[config.mk]
export PLATFORM = sky130hd
export DESIGN_NAME = rsc_top
export DESIGN_NICKNAME = d
export VERILOG_FILES = /design/src/hw/rsc_hold_counter.v /design/src/hw/rsc_sync.v /design/src/hw/rsc_top.v
export VERILOG_INCLUDE_DIRS = /design/src /design/src/hw
export SDC_FILE = /design/constraint.sdc
export NUM_CORES = 1
export LEC_CHECK = 0
export ABC_AREA = 1
export BUFFER_PORTS_ARGS = -buffer_cell sky130_fd_sc_hd__clkbuf_2
export CAP_MARGIN = 20
export CORE_ASPECT_RATIO = 1.5
export CORE_MARGIN = 5
export CORE_UTILIZATION = 52
export DETAILED_ROUTE_END_ITERATION = 8
export GPL_ROUTABILITY_DRIVEN = 0
export GPL_TIMING_DRIVEN = 0
export PLACE_DENSITY = 0.86
export SLEW_MARGIN = 5
export SYNTH_ARGS = -nofsm -noshare
export SYNTH_HDL_FRONTEND = slang
export SYNTH_SLANG_ARGS = --single-unit
[constraint.sdc]
create_clock -name CLK -period 2 [get_ports CLK]
set_input_delay 0.1 -clock CLK [delete_from_list [all_inputs] [get_ports CLK]]
set_output_delay 0.1 -clock CLK [all_outputs]
set_load 0.01 [all_outputs]
[src/hw/rsc_defines.vh]
// Constants of the reset source controller: register map, fields, reset values, timing
`ifndef RSC_DEFINES_VH
`define RSC_DEFINES_VH

// ----------------------------------------------------------------
// Register indices and byte addresses (byte address = 4 * index)
// ----------------------------------------------------------------
`define RSC_IDX_POWER_CONTROL        8'h87
`define RSC_IDX_RSR         8'h96
`define RSC_IDX_CHIP_CONTROL      8'h9f
`define RSC_IDX_WATCHDOG_CONTROL       8'haa
`define RSC_IDX_PMC         8'hac
`define RSC_ADDR_POWER_CONTROL       {22'h000000, `RSC_IDX_POWER_CONTROL, 2'b00}
`define RSC_ADDR_RSR        {22'h000000, `RSC_IDX_RSR, 2'b00}
`define RSC_ADDR_CHIP_CONTROL     {22'h000000, `RSC_IDX_CHIP_CONTROL, 2'b00}
`define RSC_ADDR_WATCHDOG_CONTROL      {22'h000000, `RSC_IDX_WATCHDOG_CONTROL, 2'b00}
`define RSC_ADDR_PMC        {22'h000000, `RSC_IDX_PMC, 2'b00}

// ----------------------------------------------------------------
// Decoded register select codes
// ----------------------------------------------------------------
`define RSC_SEL_NONE        3'h0
`define RSC_SEL_POWER_CONTROL        3'h1
`define RSC_SEL_RSR         3'h2
`define RSC_SEL_CHIP_CONTROL      3'h3
`define RSC_SEL_WATCHDOG_CONTROL       3'h4
`define RSC_SEL_PMC         3'h5

// ----------------------------------------------------------------
// Field positions
// ----------------------------------------------------------------
`define RSC_POWER_CONTROL_COLD_BIT   4
`define RSC_POWER_CONTROL_PD_BIT     1
`define RSC_POWER_CONTROL_IDLE_BIT   0
`define RSC_POWER_CONTROL_RW_MASK    8'h8f
`define RSC_RSR_BROWN_BIT   2
`define RSC_RSR_SOFT_BIT    0
`define RSC_WATCHDOG_CONTROL_EN_BIT    7
`define RSC_WATCHDOG_CONTROL_CLR_BIT   6
`define RSC_WATCHDOG_CONTROL_PD_BIT    4
`define RSC_WATCHDOG_CONTROL_FLAG_BIT  3
`define RSC_WATCHDOG_CONTROL_RW_MASK   8'h97
`define RSC_PMC_DETECT_BIT  7
`define RSC_PMC_BROWNOUT_RESET_ENABLE_BIT   4
`define RSC_PMC_STATUS_BIT  0
`define RSC_CHP_SWREQ_BIT   7
`define RSC_CHP_RW_MASK     8'h73

// ----------------------------------------------------------------
// Reset values
// ----------------------------------------------------------------
`define RSC_POWER_CONTROL_RESET      8'h00
`define RSC_WATCHDOG_CONTROL_RESET     8'h00
`define RSC_CHIP_CONTROL_RESET    8'h00
`define RSC_BOOT_VECTOR     16'h0000

// ----------------------------------------------------------------
// Timing in clocks (one machine cycle = 12 clocks)
// ----------------------------------------------------------------
`define RSC_CLKS_PER_MC     12
`define RSC_HOLD_MC         2
`define RSC_HOLD_CLKS       (`RSC_HOLD_MC * `RSC_CLKS_PER_MC)
`define RSC_PIN_EXIT_CLKS   (`RSC_CLKS_PER_MC)
`define RSC_PIN_DETECT_CLKS (`RSC_HOLD_MC * `RSC_CLKS_PER_MC)
`define RSC_CNT_W           6

`endif

[src/hw/rsc_hold_counter.v]
// Loadable down counter that times a reset hold
`timescale 1ns/10ps
`default_nettype none
`include "rsc_defines.vh"

module rsc_hold_counter (
    // Clock and reset
    input  wire                 clk,
    input  wire                 nrst,
    // Control
    input  wire                 load,
    input  wire [`RSC_CNT_W-1:0] load_val,
    // Status
    output wire                 done
);

    // Full hold length at counter width
    localparam [`RSC_CNT_W-1:0] HOLD_INIT = `RSC_HOLD_CLKS;

    reg [`RSC_CNT_W-1:0] cnt_reg;

    // Power-on starts a full hold; otherwise count down to zero
    always @(posedge clk or negedge nrst) begin
        if (!nrst) begin
            cnt_reg <= HOLD_INIT;
        end else if (load) begin
            cnt_reg <= load_val;
        end else if (cnt_reg != {`RSC_CNT_W{1'b0}}) begin
            cnt_reg <= cnt_reg - {{(`RSC_CNT_W-1){1'b0}}, 1'b1};
        end
    end

    assign done = (cnt_reg == {`RSC_CNT_W{1'b0}});

endmodule

`default_nettype wire

[src/hw/rsc_sync.v]
// Two-stage synchroniser for asynchronous level inputs
`timescale 1ns/10ps
`default_nettype none

module rsc_sync #(
    parameter W = 2
) (
    // Clock and reset
    input  wire         clk,
    input  wire         nrst,
    // Levels
    input  wire [W-1:0] async_in,
    output wire [W-1:0] sync_out
);

    reg [W-1:0] meta_reg;
    reg [W-1:0] sync_reg;

    // First stage feeds only the second
    always @(posedge clk or negedge nrst) begin
        if (!nrst) begin
            meta_reg <= {W{1'b0}};
            sync_reg <= {W{1'b0}};
        end else begin
            meta_reg <= async_in;
            sync_reg <= meta_reg;
        end
    end

    assign sync_out = sync_reg;

endmodule

`default_nettype wire

[src/hw/rsc_top.v]
// Reset source controller with cause flags and AHB-Lite register slave
`timescale 1ns/10ps
`default_nettype none
`include "rsc_defines.vh"

module rsc_top (
    // Clock and power-on reset
    input  wire        CLK,
    input  wire        NRST,
    // AHB-Lite slave
    input  wire        HSEL,
    input  wire [31:0] HADDR,
    input  wire [1:0]  HTRANS,
    input  wire        HWRITE,
    input  wire [2:0]  HSIZE,
    input  wire [31:0] HWDATA,
    input  wire        HREADY,
    output wire        HREADYOUT,
    output wire        HRESP,
    output wire [31:0] HRDATA,
    // Reset sources
    input  wire        RST_PIN,
    input  wire        WDT_TIMEOUT,
    input  wire        BOD_LOW,
    input  wire        CFG_BOR_ENABLE,
    // CPU side
    output wire        CPU_RESET,
    output wire [15:0] BOOT_VECTOR,
    output wire        CPU_IDLE,
    output wire        CPU_POWER_DOWN,
    output wire        CLK_STOP,
    // Watchdog and brown-out control
    output wire        WDT_ENABLE,
    output wire        WDT_RUN_IN_PD,
    output wire [2:0]  WDT_SELECT,
    output wire        WDT_CLEAR,
    output wire        BOD_ENABLE
);

    // ------------------------------------------------------------
    // States of the reset sequencer
    // ------------------------------------------------------------
    localparam [2:0] ST_RUN   = 3'b001;
    localparam [2:0] ST_LEVEL = 3'b010;
    localparam [2:0] ST_HOLD  = 3'b100;

    localparam [`RSC_CNT_W-1:0] HOLD_CLKS   = `RSC_HOLD_CLKS;
    localparam [`RSC_CNT_W-1:0] PIN_EXIT    = `RSC_PIN_EXIT_CLKS;
    localparam [`RSC_CNT_W-1:0] PIN_DETECT  = `RSC_PIN_DETECT_CLKS;

    // Register select decode, shared by read and write paths
    function [2:0] rsc_decode;
        input [31:0] addr;
        begin
            case (addr)
                `RSC_ADDR_POWER_CONTROL:   rsc_decode = `RSC_SEL_POWER_CONTROL;
                `RSC_ADDR_RSR:    rsc_decode = `RSC_SEL_RSR;
                `RSC_ADDR_CHIP_CONTROL: rsc_decode = `RSC_SEL_CHIP_CONTROL;
                `RSC_ADDR_WATCHDOG_CONTROL:  rsc_decode = `RSC_SEL_WATCHDOG_CONTROL;
                `RSC_ADDR_PMC:    rsc_decode = `RSC_SEL_PMC;
                default:          rsc_decode = `RSC_SEL_NONE;
            endcase
        end
    endfunction

    // ------------------------------------------------------------
    // Declarations
    // ------------------------------------------------------------
    wire [1:0]            sync_lvl;
    wire                  pin_sync;
    wire                  bod_sync;
    wire                  hold_done;
    reg                   hold_load;
    reg  [`RSC_CNT_W-1:0] hold_val;
    reg  [2:0]            state_reg;
    reg  [2:0]            state_next;
    reg  [`RSC_CNT_W-1:0] pin_cnt_reg;
    wire                  pin_valid;
    wire                  bod_trip;
    wire                  sfr_rst;
    reg                   set_brown;
    reg                   set_soft;
    reg                   set_wdt;
    reg                   level_is_pin_reg;
    reg                   cpu_reset_reg;
    reg                   soft_req_reg;
    reg                   wdt_clear_reg;
    reg  [7:0]            power_control_reg;
    reg  [7:0]            watchdog_control_reg;
    reg  [7:0]            chip_control_reg;
    reg                   bod_en_reg;
    reg                   brownout_reset_enable_reg;
    reg                   cold_start_flag_reg;
    reg                   brownout_cause_flag_reg;
    reg                   soft_cause_flag_reg;
    reg                   watchdog_cause_flag_reg;
    reg                   wr_pend_reg;
    reg                   rd_wait_reg;
    reg  [2:0]            sel_reg;
    reg  [31:0]           hrdata_reg;
    reg  [7:0]            rd_byte;
    wire                  addr_phase;
    wire                  wr_go;
    wire [7:0]            wdata;

    // ------------------------------------------------------------
    // Input synchronisers and hold timer
    // ------------------------------------------------------------
    // Pin and comparator are asynchronous levels
    rsc_sync #(
        .W(2)
    ) u_sync (
        .clk      (CLK),
        .nrst     (NRST),
        .async_in ({BOD_LOW, RST_PIN}),
        .sync_out (sync_lvl)
    );

    assign pin_sync = sync_lvl[0];
    assign bod_sync = sync_lvl[1];

    rsc_hold_counter u_hold (
        .clk      (CLK),
        .nrst     (NRST),
        .load     (hold_load),
        .load_val (hold_val),
        .done     (hold_done)
    );

    // ------------------------------------------------------------
    // Pin qualification
    // ------------------------------------------------------------
    // Pin must stay high two machine cycles to count as a reset
    always @(posedge CLK or negedge NRST) begin
        if (!NRST) begin
            pin_cnt_reg <= {`RSC_CNT_W{1'b0}};
        end else if (!pin_sync) begin
            pin_cnt_reg <= {`RSC_CNT_W{1'b0}};
        end else if (pin_cnt_reg != PIN_DETECT) begin
            pin_cnt_reg <= pin_cnt_reg + {{(`RSC_CNT_W-1){1'b0}}, 1'b1};
        end
    end

    assign pin_valid = (pin_cnt_reg == PIN_DETECT);
    assign bod_trip  = bod_sync & brownout_reset_enable_reg;

    // ------------------------------------------------------------
    // Reset sequencer
    // ------------------------------------------------------------
    // Next state, hold loads and cause events
    always @* begin
        state_next = state_reg;
        hold_load  = 1'b0;
        hold_val   = HOLD_CLKS;
        set_brown  = 1'b0;
        set_soft   = 1'b0;
        set_wdt    = 1'b0;
        case (state_reg)
            ST_RUN: begin
                if (pin_valid || bod_trip) begin
                    state_next = ST_LEVEL;
                    set_brown  = bod_trip & ~pin_valid;
                end else if (WDT_TIMEOUT) begin
                    state_next = ST_HOLD;
                    hold_load  = 1'b1;
                    set_wdt    = 1'b1;
                end else if (soft_req_reg) begin
                    state_next = ST_HOLD;
                    hold_load  = 1'b1;
                    set_soft   = 1'b1;
                end
            end
            ST_LEVEL: begin
                // Stay while pin is high or supply stays low
                if (!(pin_sync || bod_trip)) begin
                    state_next = ST_HOLD;
                    hold_load  = 1'b1;
                    hold_val   = level_is_pin_reg ? PIN_EXIT : HOLD_CLKS;
                end
            end
            ST_HOLD: begin
                if (pin_valid || bod_trip) begin
                    state_next = ST_LEVEL;
                    set_brown  = bod_trip & ~pin_valid;
                end else if (hold_done) begin
                    state_next = ST_RUN;
                end
            end
            default: begin
                state_next = ST_HOLD;
                hold_load  = 1'b1;
            end
        endcase
    end

    // State, level source and registered CPU reset
    always @(posedge CLK or negedge NRST) begin
        if (!NRST) begin
            state_reg        <= ST_HOLD;
            level_is_pin_reg <= 1'b0;
            cpu_reset_reg    <= 1'b1;
        end else begin
            state_reg     <= state_next;
            cpu_reset_reg <= (state_next != ST_RUN);
            if (state_reg != ST_LEVEL && state_next == ST_LEVEL) begin
                level_is_pin_reg <= pin_valid;
            end
        end
    end

    // Control registers below return to reset values while the CPU is held, the brown-out enables to CFG_BOR_ENABLE; cause flags keep theirs
    assign sfr_rst = (state_reg != ST_RUN);

    // ------------------------------------------------------------
    // AHB-Lite slave front end
    // ------------------------------------------------------------
    assign addr_phase = HSEL & HREADY & HTRANS[1];
    assign wdata      = HWDATA[7:0];
    assign wr_go      = wr_pend_reg & ~sfr_rst;

    // Address phase capture; reads take one wait state
    always @(posedge CLK or negedge NRST) begin
        if (!NRST) begin
            wr_pend_reg <= 1'b0;
            rd_wait_reg <= 1'b0;
            sel_reg     <= `RSC_SEL_NONE;
        end else begin
            wr_pend_reg <= addr_phase & HWRITE;
            rd_wait_reg <= addr_phase & ~HWRITE;
            if (addr_phase) begin
                sel_reg <= rsc_decode(HADDR);
            end
        end
    end

    // Read mux of the selected register
    always @* begin
        case (sel_reg)
            `RSC_SEL_POWER_CONTROL: begin
                rd_byte = power_control_reg & `RSC_POWER_CONTROL_RW_MASK;
                rd_byte[`RSC_POWER_CONTROL_COLD_BIT] = cold_start_flag_reg;
            end
            `RSC_SEL_RSR: begin
                rd_byte = 8'h00;
                rd_byte[`RSC_RSR_BROWN_BIT] = brownout_cause_flag_reg;
                rd_byte[`RSC_RSR_SOFT_BIT]  = soft_cause_flag_reg;
            end
            `RSC_SEL_CHIP_CONTROL: begin
                rd_byte = chip_control_reg & `RSC_CHP_RW_MASK;
                rd_byte[`RSC_CHP_SWREQ_BIT] = soft_req_reg;
            end
            `RSC_SEL_WATCHDOG_CONTROL: begin
                rd_byte = watchdog_control_reg & `RSC_WATCHDOG_CONTROL_RW_MASK;
                rd_byte[`RSC_WATCHDOG_CONTROL_FLAG_BIT] = watchdog_cause_flag_reg;
            end
            `RSC_SEL_PMC: begin
                rd_byte = 8'h00;
                rd_byte[`RSC_PMC_DETECT_BIT] = bod_en_reg;
                rd_byte[`RSC_PMC_BROWNOUT_RESET_ENABLE_BIT]  = brownout_reset_enable_reg;
                rd_byte[`RSC_PMC_STATUS_BIT] = bod_sync & bod_en_reg;
            end
            default: rd_byte = 8'h00;
        endcase
    end

    // Read data register, loaded in the wait cycle
    always @(posedge CLK or negedge NRST) begin
        if (!NRST) begin
            hrdata_reg <= 32'h00000000;
        end else if (rd_wait_reg) begin
            hrdata_reg <= {24'h000000, rd_byte};
        end
    end

    // ------------------------------------------------------------
    // Control registers
    // ------------------------------------------------------------
    // Plain control bits, cleared on every reset source; the brown-out enables load CFG_BOR_ENABLE
    always @(posedge CLK or negedge NRST) begin
        if (!NRST) begin
            power_control_reg      <= `RSC_POWER_CONTROL_RESET;
            watchdog_control_reg     <= `RSC_WATCHDOG_CONTROL_RESET;
            chip_control_reg    <= `RSC_CHIP_CONTROL_RESET;
            bod_en_reg    <= 1'b0;
            brownout_reset_enable_reg     <= 1'b0;
            soft_req_reg  <= 1'b0;
            wdt_clear_reg <= 1'b0;
        end else if (sfr_rst) begin
            power_control_reg      <= `RSC_POWER_CONTROL_RESET;
            watchdog_control_reg     <= `RSC_WATCHDOG_CONTROL_RESET;
            chip_control_reg    <= `RSC_CHIP_CONTROL_RESET;
            bod_en_reg    <= CFG_BOR_ENABLE;
            brownout_reset_enable_reg     <= CFG_BOR_ENABLE;
            soft_req_reg  <= 1'b0;
            wdt_clear_reg <= 1'b0;
        end else begin
            wdt_clear_reg <= wr_go && sel_reg == `RSC_SEL_WATCHDOG_CONTROL && wdata[`RSC_WATCHDOG_CONTROL_CLR_BIT];
            if (wr_go && sel_reg == `RSC_SEL_POWER_CONTROL) begin
                power_control_reg <= wdata & `RSC_POWER_CONTROL_RW_MASK;
            end
            if (wr_go && sel_reg == `RSC_SEL_WATCHDOG_CONTROL) begin
                watchdog_control_reg <= wdata & `RSC_WATCHDOG_CONTROL_RW_MASK;
            end
            if (wr_go && sel_reg == `RSC_SEL_CHIP_CONTROL) begin
                chip_control_reg <= wdata & `RSC_CHP_RW_MASK;
                if (wdata[`RSC_CHP_SWREQ_BIT]) begin
                    soft_req_reg <= 1'b1;
                end
            end
            if (wr_go && sel_reg == `RSC_SEL_PMC) begin
                bod_en_reg <= wdata[`RSC_PMC_DETECT_BIT];
                brownout_reset_enable_reg  <= wdata[`RSC_PMC_BROWNOUT_RESET_ENABLE_BIT];
            end
        end
    end

    // ------------------------------------------------------------
    // Reset cause flags
    // ------------------------------------------------------------
    // Power-on sets cold start and clears the rest; set beats clear
    always @(posedge CLK or negedge NRST) begin
        if (!NRST) begin
            cold_start_flag_reg     <= 1'b1;
            brownout_cause_flag_reg <= 1'b0;
            soft_cause_flag_reg     <= 1'b0;
            watchdog_cause_flag_reg <= 1'b0;
        end else begin
            if (wr_go && sel_reg == `RSC_SEL_POWER_CONTROL) begin
                cold_start_flag_reg <= wdata[`RSC_POWER_CONTROL_COLD_BIT];
            end
            if (set_brown) begin
                brownout_cause_flag_reg <= 1'b1;
            end else if (wr_go && sel_reg == `RSC_SEL_RSR) begin
                brownout_cause_flag_reg <= wdata[`RSC_RSR_BROWN_BIT];
            end
            if (set_soft) begin
                soft_cause_flag_reg <= 1'b1;
            end else if (wr_go && sel_reg == `RSC_SEL_RSR) begin
                soft_cause_flag_reg <= wdata[`RSC_RSR_SOFT_BIT];
            end
            if (set_wdt) begin
                watchdog_cause_flag_reg <= 1'b1;
            end else if (wr_go && sel_reg == `RSC_SEL_WATCHDOG_CONTROL) begin
                watchdog_cause_flag_reg <= wdata[`RSC_WATCHDOG_CONTROL_FLAG_BIT];
            end
        end
    end
    // A pin reset touches none of the flags above

    // ------------------------------------------------------------
    // Outputs
    // ------------------------------------------------------------
    // Bus answers: write zero wait, read one wait, always OKAY
    assign HREADYOUT = ~rd_wait_reg;
    assign HRESP     = 1'b0;
    assign HRDATA    = hrdata_reg;

    // CPU reset and fixed restart address
    assign CPU_RESET   = cpu_reset_reg;
    assign BOOT_VECTOR = `RSC_BOOT_VECTOR;

    // Power modes; the pin reopens a stopped clock without it
    assign CPU_IDLE       = power_control_reg[`RSC_POWER_CONTROL_IDLE_BIT];
    assign CPU_POWER_DOWN = power_control_reg[`RSC_POWER_CONTROL_PD_BIT];
    assign CLK_STOP       = power_control_reg[`RSC_POWER_CONTROL_PD_BIT] & ~RST_PIN;

    // Watchdog and brown-out controls
    assign WDT_ENABLE    = watchdog_control_reg[`RSC_WATCHDOG_CONTROL_EN_BIT];
    assign WDT_RUN_IN_PD = watchdog_control_reg[`RSC_WATCHDOG_CONTROL_PD_BIT];
    assign WDT_SELECT    = watchdog_control_reg[2:0];
    assign WDT_CLEAR     = wdt_clear_reg;
    assign BOD_ENABLE    = bod_en_reg;

endmodule

`default_nettype wire

Word-level counts from Yosys, hierarchy flattened

Index checks and enable logic that the tools add are counted.

Flip-flop bits (word level): 65
Bits in latches: 0
Bits in writable memories: 0
Memory bits (read-only): 0
Output and inout port bits: 61
Logic and storage cells: 129
Memories: 0

Add/sub/neg operators: 2
Multipliers: 0
Divide/modulo/power cells: 0
Magnitude comparators: 0
Eq/ne operators: 20
Shift operators: 0
Multiplexer cells: 49
Bitwise logic cells: 14
Reduce and logical (&&, ||, !) cells: 22

Operator list:

| kind                 | count |
|---|---|
| $eq 32x10->1 const B | 5 |
| $pmux 8 s5           | 1 |
| $mux 8               | 4 |
| $mux 6               | 5 |
| $mux 1               | 26 |
| $mux 3               | 6 |
| $reduce_bool 2->1    | 9 |
| $pmux 3 s5           | 1 |
| $mux 7               | 2 |
| $eq 3x2->1 const B   | 4 |
| $mux 5               | 2 |
| $and 1x1->1          | 9 |
| $eq 3x3->1 const B   | 3 |
| $pmux 3 s3           | 1 |
| $logic_and 1x1->1    | 7 |
| $add 6x1->6 const B  | 1 |
| $eq 3x1->1 const B   | 2 |
| $eq 6x5->1 const B   | 1 |
| $logic_not 6->1      | 1 |
| $ne 3x1->1 const B   | 2 |
| $ne 6x5->1 const B   | 1 |
| $reduce_bool 6->1    | 1 |
| $sub 6x1->6 const B  | 1 |
| $not 1->1            | 5 |
| other kinds (6)      | 7 |

Logic depth before layout (Yosys ltp)

Gate-level depths: netlist of the first run.

Depth after elaboration: 6
Depth in mapped cells: 10
Mapped depth without buffers: 10

By module

Synthesis of the first run repeated with hierarchy kept, for this count alone.

Cell total of the unflattened synthesis: 440
Area total of the unflattened synthesis: 3320.7 µm²

Modules (own cells, without submodules):

| module           | times used | cells each | area each (µm²) | seq. area each (µm²) |
|---|---|---|---|---|
| rsc_top          | 1          | 381        | 2805.2          | 1179.9 |
| rsc_hold_counter | 1          | 55         | 415.4           | 152.6 |
| rsc_sync         | 1          | 4          | 100.1           | 100.1 |

Worst setup path after synthesis of the first run

OpenSTA, ideal clock, no wires.

Kind: register to register
Start: register state_reg[2]
End: register u_hold.cnt_reg[1]
Library setup time: 0.119 ns
Arrival time: 1.154 ns
Slack: 0.727 ns
Cell stages (with the launch flop): 10
Path buffers: 0
Cells stage by stage: dfstp_2 inv_2 nand3_4 nand2_4 inv_2 nand2_2 nand2_4 inv_4 nand3b_1 nand2_1

Longest elaborated chain between the ends: 3

RTL lines:

| what                                        | line                  | text |
|---|---|---|
| start, declared                             | rsc_top.v:75          | `reg [2:0] state_reg;` |
| start signal, assigned                      | rsc_top.v:203         | `state_reg <= state_next;` |
| $eq 3x3->1 (tied with other cells)          | rsc_top.v:158         | `case (state_reg)` |
| $pmux 1 s3 or $mux 6 (tied branches)        | rsc_top.v:158         |  |
| $mux 6 or $reduce_bool 2->1 (tied branches) | n/a                   |  |
| end signal, assigned                        | rsc_hold_counter.v:27 | `cnt_reg <= load_val;` |
| end signal, assigned                        | rsc_hold_counter.v:29 | `` cnt_reg <= cnt_reg - {{(`RSC_CNT_W-1){1'b0}}, 1'b1}; `` |
| end, declared                               | rsc_hold_counter.v:20 | `` reg [`RSC_CNT_W-1:0] cnt_reg; `` |

Parallel ways exist; a longest one is shown, timed or not.
A chain may end at the register's enable or synchronous reset.

Worst setup path after layout of the first run

Start: register rd_wait_reg
End: output HREADYOUT

Longest elaborated chain between the ends: 1

RTL lines:

| what                   | line          | text |
|---|---|---|
| start, declared        | rsc_top.v:98  | `reg rd_wait_reg;` |
| start signal, assigned | rsc_top.v:229 | `rd_wait_reg <= addr_phase & ~HWRITE;` |
| $not 1->1              | rsc_top.v:354 | `assign HREADYOUT = ~rd_wait_reg;` |
| end, declared          | rsc_top.v:18  | `output wire HREADYOUT,` |

No other way between the ends.

==> metrics, run 1 <==
number of design rule violations left after detail routing=0; cts-stage hold buffer count=5; end point of the worst hold path=chip_control_reg[5]; worst path arrival time=around 1.4 ns; remaining max-slew budget at the tightest pin=between 40% and 50%; number of diodes=0; # fillers=515; share of synthesized registers carrying an async set or reset=100%; RSZ-0062 raised after global routing=no; Skew-Pair Late Insertion Delay=0.34 ns; Unique masters post-synth=42; depth of the CTS H-tree=3; routed wire length=approximately 7400 um; Iteration-0 DRC Markers=101; worst setup slack for register-to-register paths=0.54 ns; Final Max Tran Viols=0; library cell contributing the largest single delay on the critical path=sky130_fd_sc_hd__dfrtp_1; via-per-instance ratio=4.72; crit start category=flip-flop; clock tree root buffer cell=sky130_fd_sc_hd__clkbuf_8; total setup violations reported at the end of the flow=0; die width=between 70 and 80 um; number of hold violations in the final report=0; transition time of the tightest slew-check pin=0.751 ns; maximum number of pins on one net before global-route repair=58; worst reg2reg path startpoint=sel_reg[1]; number of synthesis warnings=0; layout overhead on the synthesized area=24.6%; area enclosed by the die boundary=about 8000 sq um; CTS max path bufs=2; initial antenna violation count=0; core utilization of the finished layout=66.8%; P_leak=2.32 nW; clock period minus worst slack=1.54 ns; area inside the core boundary=6170 sq um; Post-synth EDFFs=0; residual antenna-violating net count after detailed routing=0; Critical Path RT=1.90 ns; fraction of layout cells with a size suffix above 1=29.6%; worst path bufs/invs=3; top achievable clock speed=650 MHz; top post-synthesis cells by area=sky130_fd_sc_hd__dfrtp_1, sky130_fd_sc_hd__nand2_1, sky130_fd_sc_hd__buf_4; starting utilization of the core area=53.6%; register bit count reported by yosys=57; Synth Flop Type=sky130_fd_sc_hd__dfrtp_1; clock tree sinks=57; total clock buffers created by CTS=9; Avg Cell Area, Syn=~7.9 sq um; placed wire-length estimate after detailed placement=5950 um; quantity of gates resized following cts=0; number of instances in the synthesized netlist=417; number of port buffers=69; total iterations of the first detailed-routing run=4; CP max stage delay=0.45 ns; status=finished clean; Die Y-Extent=about 110 um; vias in the first global route=2925; path class of the lowest-slack min-delay path=input port to flip-flop; max capacitance violation total=0; startpoint of the most critical hold path=HWDATA[5]; first-pass GRT wire length=about 12000 um; gate family responsible for the most delay along the worst path=buffers and inverters; final period utilization=76.9%; post-route clock skew=0.0106 ns; ratio of total power to cell area=727 nW/um^2; # Post-CTS Setup Buffers=0; type of element capturing the critical path=output port; Worst VDD drop=between 0.3 and 0.4 mV; top-area cell type share of the netlist area=roughly two fifths; worst hold margin=0.0132 ns; overall overflow remaining after global route=0; cells along the critical path=inv_1, clkbuf_1, clkbuf_2; Syn Std Cell Area=between 3000 and 4000 sq um; cell taking the most area after synthesis=sky130_fd_sc_hd__dfrtp_1; CP Max Fanout=10; Setup TNS Final=0 ns; clock tree from TritonCTS=built; fraction of the yosys area taken by sequential cells=a little over two fifths; worst r2r dst=HRDATA[3]; vias=just under 3k; number of nets in the final layout=623; critical path class=flip-flop to output port; number of cells traversed by the worst hold path=3; flip-flop count of the largest register, all copies and words added=8; all-layer global routing usage=about a fifth; final total power=0.00300 W; I/O pins=139; cells on worst reg2reg path=5; number of standard-cell rows in the floorplan=35; average wire per standard cell=12.0 um; clock input transition at the sequential cells of the worst setup and hold paths=around 0.060 ns
[worst reg2reg max path: cells and delay by family, from the launching register on]
family,cells,cell delay (ns)
and+or+nand+nor,3,0.55
DFF,1,0.46
AOI/OAI and AO/OA,1,0.29
buffers and inverters,1,0.10
[metrics by stage]
stage | setup WS [ns] | cell area (sq um) | cells
after floorplan | 0.727 | 3460 | 457
after global placement | 0.576 | 3900 | 600
after detailed placement | 0.553 | 3900 | 600
after CTS | 0.462 | 4120 | 621
after global routing | 0.365 | 4120 | 621
final | 0.462 | 4120 | 621
[layout make-up]
| type | count | area [sq um] | share of cell area (%) |
|---|---|---|---|
| inverters | 74 | 280 | 6.80 |
| plain buffers | 43 | 319 | 7.74 |
| well taps | 74 | 92.6 | 2.25 |
| flip-flops and latches | 57 | 1430 | 34.7 |
| repair buffers | 74 | 398 | 9.65 |
| clock buffers | 13 | 159 | 3.85 |
| multi-input cells | 283 | 1430 | 34.6 |
| clock inverters | 3 | 15.0 | 0.364 |
[how the worst max path moves through the flow]
stage | from | endpoint | slack, ns | cells after the start
CTS | rd_wait_reg | HREADYOUT | 0.46 | 3
floorplan | state_reg[2] | u_hold.cnt_reg[1] | 0.73 | 9
global route | rd_wait_reg | HREADYOUT | 0.36 | 3
global placement | sel_reg[1] | HRDATA[3] | 0.58 | 5
finish | rd_wait_reg | HREADYOUT | 0.46 | 3
detailed placement | sel_reg[1] | HRDATA[3] | 0.55 | 5
[cells in the mapped netlist (4+ instances only)]
library cell              instances
sky130_fd_sc_hd__nand2_2          4
sky130_fd_sc_hd__xor2_1           4
sky130_fd_sc_hd__nand2_4          4
sky130_fd_sc_hd__inv_1           66
sky130_fd_sc_hd__nor3_1           4
sky130_fd_sc_hd__o21ai_0         27
sky130_fd_sc_hd__nand4_1          5
sky130_fd_sc_hd__nand3_1         20
sky130_fd_sc_hd__a21oi_1          4
sky130_fd_sc_hd__buf_4           42
sky130_fd_sc_hd__dfstp_2          5
sky130_fd_sc_hd__nor2_1          34
sky130_fd_sc_hd__nand2_1         94
sky130_fd_sc_hd__inv_2            7
sky130_fd_sc_hd__o22ai_1          9
sky130_fd_sc_hd__dfrtp_1         52
sky130_fd_sc_hd__nand3_2          5
[cell families (layout without fill, tap and decap cells)]
family,count (synthesis),after routing,synth area share (%)
other,1,41,0.113
AO/OA/AOI/OAI,52,52,9.04
AND/OR/NAND/NOR,182,182,27.0
buffers and inverters,117,207,18.1
flip-flops,57,57,43.3
XOR/XNOR,5,5,1.32
adder cells (fa/ha/maj),3,3,1.13
[routing by layer]
metal	wire length [um]	part of all wire (%)	vias to the layer above	GRT usage [%]
met5	0	0	-	0
met1	2700	36	1316	19.9
met3	524	7.0	33	5.61
met4	367	4.9	0	12.3
met2	3850	52	108	34.7
li1	-	-	1477	-
[report_power, final]
group / internal [W] / leakage (nW) / switching, W
logic: 0.000289 / 1.49 / 0.000421
clock network: 0.000511 / 0.0932 / 0.000434
registers: 0.00127 / 0.739 / 0.0000744
total: 0.00207 / 2.32 / 0.000929
[placed cells by master, fill, tap and decap left out, types with 3 or more instances in the layout]
cell and instances:
sky130_fd_sc_hd__nand2_2 4, sky130_fd_sc_hd__nand2_4 4, sky130_fd_sc_hd__conb_1 41, sky130_fd_sc_hd__nand3_1 20, sky130_fd_sc_hd__nand3_2 5, sky130_fd_sc_hd__o22ai_1 9, sky130_fd_sc_hd__dfrtp_1 52, sky130_fd_sc_hd__dfstp_2 5
sky130_fd_sc_hd__buf_4 42, sky130_fd_sc_hd__nor2_1 34, sky130_fd_sc_hd__nor3_1 4, sky130_fd_sc_hd__clkbuf_8 11, sky130_fd_sc_hd__ha_1 3, sky130_fd_sc_hd__o21ai_0 27, sky130_fd_sc_hd__inv_2 7, sky130_fd_sc_hd__inv_1 66
sky130_fd_sc_hd__dlygate4sd3_1 5, sky130_fd_sc_hd__a21oi_1 4, sky130_fd_sc_hd__clkinv_2 3, sky130_fd_sc_hd__o211ai_1 3, sky130_fd_sc_hd__nand4_1 5, sky130_fd_sc_hd__nand2_1 94, sky130_fd_sc_hd__xor2_1 4, sky130_fd_sc_hd__clkbuf_2 68
sky130_fd_sc_hd__clkbuf_1 3
(Power assumes the default switching activity.)
==> run 2: changes to the inputs <==
--- a/config.mk
+++ b/config.mk
@@ -11,11 +11,11 @@
 export CAP_MARGIN = 20
 export CORE_ASPECT_RATIO = 1.5
 export CORE_MARGIN = 5
-export CORE_UTILIZATION = 52
+export CORE_UTILIZATION = 48
 export DETAILED_ROUTE_END_ITERATION = 8
 export GPL_ROUTABILITY_DRIVEN = 0
 export GPL_TIMING_DRIVEN = 0
-export PLACE_DENSITY = 0.86
+export PLACE_DENSITY = 0.8
 export SLEW_MARGIN = 5
 export SYNTH_ARGS = -nofsm -noshare
 export SYNTH_HDL_FRONTEND = slang
==> constraint.sdc (replaced) <==
create_clock -name CLK -period 1.6 [get_ports CLK]
set_input_delay 0.08 -clock CLK [delete_from_list [all_inputs] [get_ports CLK]]
set_output_delay 0.08 -clock CLK [all_outputs]
set_load 0.01 [all_outputs]
==> run 2 against run 1 <==
Sequential share of layout area fell by 0.25 points. Clock power rose by 35%. Combinational power rose by 26%. Core utilization fell by 5.7 points. Die area rose by 7.4%. Via count fell by 0.20%.
==> metrics, run 2 (synthesized netlist as in run 1, its figures left out) <==
area enclosed by the die boundary=8690 sq um (+7.4%); first-pass GRT wire length=12800 um (+3.6%); most used cells in the layout excluding fill and tap cells=sky130_fd_sc_hd__nand2_1, sky130_fd_sc_hd__clkbuf_2, sky130_fd_sc_hd__inv_1; area inside the core boundary=6810 sq um (+10%); transition time of the tightest slew-check pin=0.769 ns (+0.0179 ns); clock tree root buffer cell=sky130_fd_sc_hd__clkbuf_8; starting utilization of the core area=48.6% (-5.0 points); max capacitance violation total=0 (unchanged); # Post-CTS Setup Buffers=0 (unchanged); Skew-Pair Late Insertion Delay=0.34 ns (about the same); initial antenna violation count=0 (unchanged); path class of the lowest-slack min-delay path=input port to flip-flop; vias=2928 (-0.20%); remaining max-slew budget at the tightest pin=48.8% (-1.2 points); layout overhead on the synthesized area=25.5%; ratio of total power to cell area=925 nW/um^2 (+27%); crit start category=flip-flop; fraction of layout cells with a size suffix above 1=29.8% (+0.18 points); most common cell after layout, fill and taps aside=sky130_fd_sc_hd__nand2_1; CP max stage delay=0.40 ns (-0.05 ns); total setup violations reported at the end of the flow=0 (unchanged); post-route clock skew=0.00727 ns (-0.00333 ns); CTS max path bufs=2 (unchanged); Worst VDD drop=0.396 mV (+29%); Iteration-0 DRC Markers=107 (+5.9%); RSZ-0062 raised after global routing=no; clock tree from TritonCTS=built; library cell contributing the largest single delay on the critical path=sky130_fd_sc_hd__dfrtp_1; I/O pins=139 (unchanged); number of standard-cell rows in the floorplan=37 (+5.7%); core utilization of the finished layout=61.0% (-5.7 points); cells along the critical path=inv_1, ha_1, nand3_2, o21ai_0, nand4_1, inv_1; maximum number of pins on one net before global-route repair=58 (unchanged); placed wire-length estimate after detailed placement=5980 um (+0.35%); clock input transition at the sequential cells of the worst setup and hold paths=0.07 ns (about the same); status=finished clean; overall overflow remaining after global route=0 (unchanged); Final Max Tran Viols=0 (unchanged); total iterations of the first detailed-routing run=6 (+2); Most common cell on crit path=sky130_fd_sc_hd__inv_1; average wire per standard cell=12.0 um (-0.19%); Die Y-Extent=112 um (+3.7%); all-layer global routing usage=18.0% (-1.8 points); clock tree sinks=57 (unchanged); type of element capturing the critical path=flip-flop; critical path class=flip-flop to flip-flop; number of hold violations in the final report=0 (unchanged); number of design rule violations left after detail routing=0 (unchanged); final period utilization=89.0%; residual antenna-violating net count after detailed routing=0 (unchanged); Critical Path RT=1.88 ns (-0.02 ns); Setup TNS Final=0 ns (unchanged); number of nets in the final layout=623 (unchanged); worst hold margin=0.0228 ns (+0.00960 ns); P_leak=2.33 nW (+0.53%); number of port buffers=69 (unchanged); clock period minus worst slack=roughly 1.4 ns; number of diodes=0 (unchanged); worst path arrival time=1.70 ns (+0.26 ns); top achievable clock speed=702 MHz; flip-flop count of the largest register, all copies and words added=8 (unchanged); depth of the CTS H-tree=3 (unchanged); die width=77.8 um (+3.5%); via-per-instance ratio=4.68 (-0.84%); vias in the first global route=2953 (+0.96%); routed wire length=7470 um (+0.46%); CP Max Fanout=7 (-3); total clock buffers created by CTS=9 (unchanged)
==> run 2: per-layer routing <==
| layer | up-vias | track usage [%] | part of all wire [%] |
|---|---|---|---|
| met1 | 1322 | 19.7 | 37 |
| met5 | - | 0 | 0 |
| met3 | 20 | 5.10 | 7.8 |
| li1 | 1473 | - | - |
| met2 | 113 | 31.5 | 52 |
| met4 | 0 | 8.37 | 3.3 |
==> run 2: path summary, 6_finish.rpt <==
path                                                 to  slack, ns  depth (start not counted)          startpoint
worst max-delay path                       state_reg[0]       0.18                          6   u_hold.cnt_reg[0]
worst min-delay path               power_control_reg[3]       0.02                          3           HWDATA[3]
worst max register to register             state_reg[0]       0.18                          6   u_hold.cnt_reg[0]
worst min register to register       u_sync.sync_out[0]       0.36                          0  u_sync.meta_reg[0]
max in group asynchronous       watchdog_control_reg[7]       0.71                          2                NRST
min in group asynchronous                pin_cnt_reg[2]       0.38                          2                NRST
==> run 2: critical path, delay by kind of cell (launching register included) <==
family	cells	cell delay, ns
flip-flops	1	0.40
adder cells (fa/ha/maj)	1	0.23
buffers and inverters	2	0.17
AO/OA/AOI/OAI	1	0.21
AND/OR/NAND/NOR	2	0.36
==> run 2: layout make-up <==
type | count | area (sq um)
well taps | 78 | 97.6
fillers | 623 | 2650
plain buffers | 42 | 315
repair buffers | 75 | 408
clock buffers | 14 | 183
inverters | 74 | 280
multi-input cells | 283 | 1430
clock inverters | 2 | 10.0
flip-flops and latches | 57 | 1430
==> run 2: per-stage QoR <==
step                cell area [sq um]  instances  worst slack [ns]  total power, W
floorplan                        3460        457             0.327         0.00237
global placement                 3900        604             0.173         0.00254
detailed placement               3910        604             0.161         0.00258
CTS                              4160        626            0.0697         0.00387
global route                     4150        625            0.0790         0.00408
finish                           4150        625             0.176         0.00384
==> run 2: repair_timing <==
action | CTS | global route
resized for setup | 0 | 0
endpoints found under the hold margin | 58 | 0
endpoints found under the setup margin | 0 | 1
hold buffers | 6 | 0
==> run 2: where the power goes <==
group / switching (W) / internal (W)
sequential: 0.0000898 / 0.00158
combinational: 0.000527 / 0.000363
clock: 0.000550 / 0.000726
total: 0.00117 / 0.00267
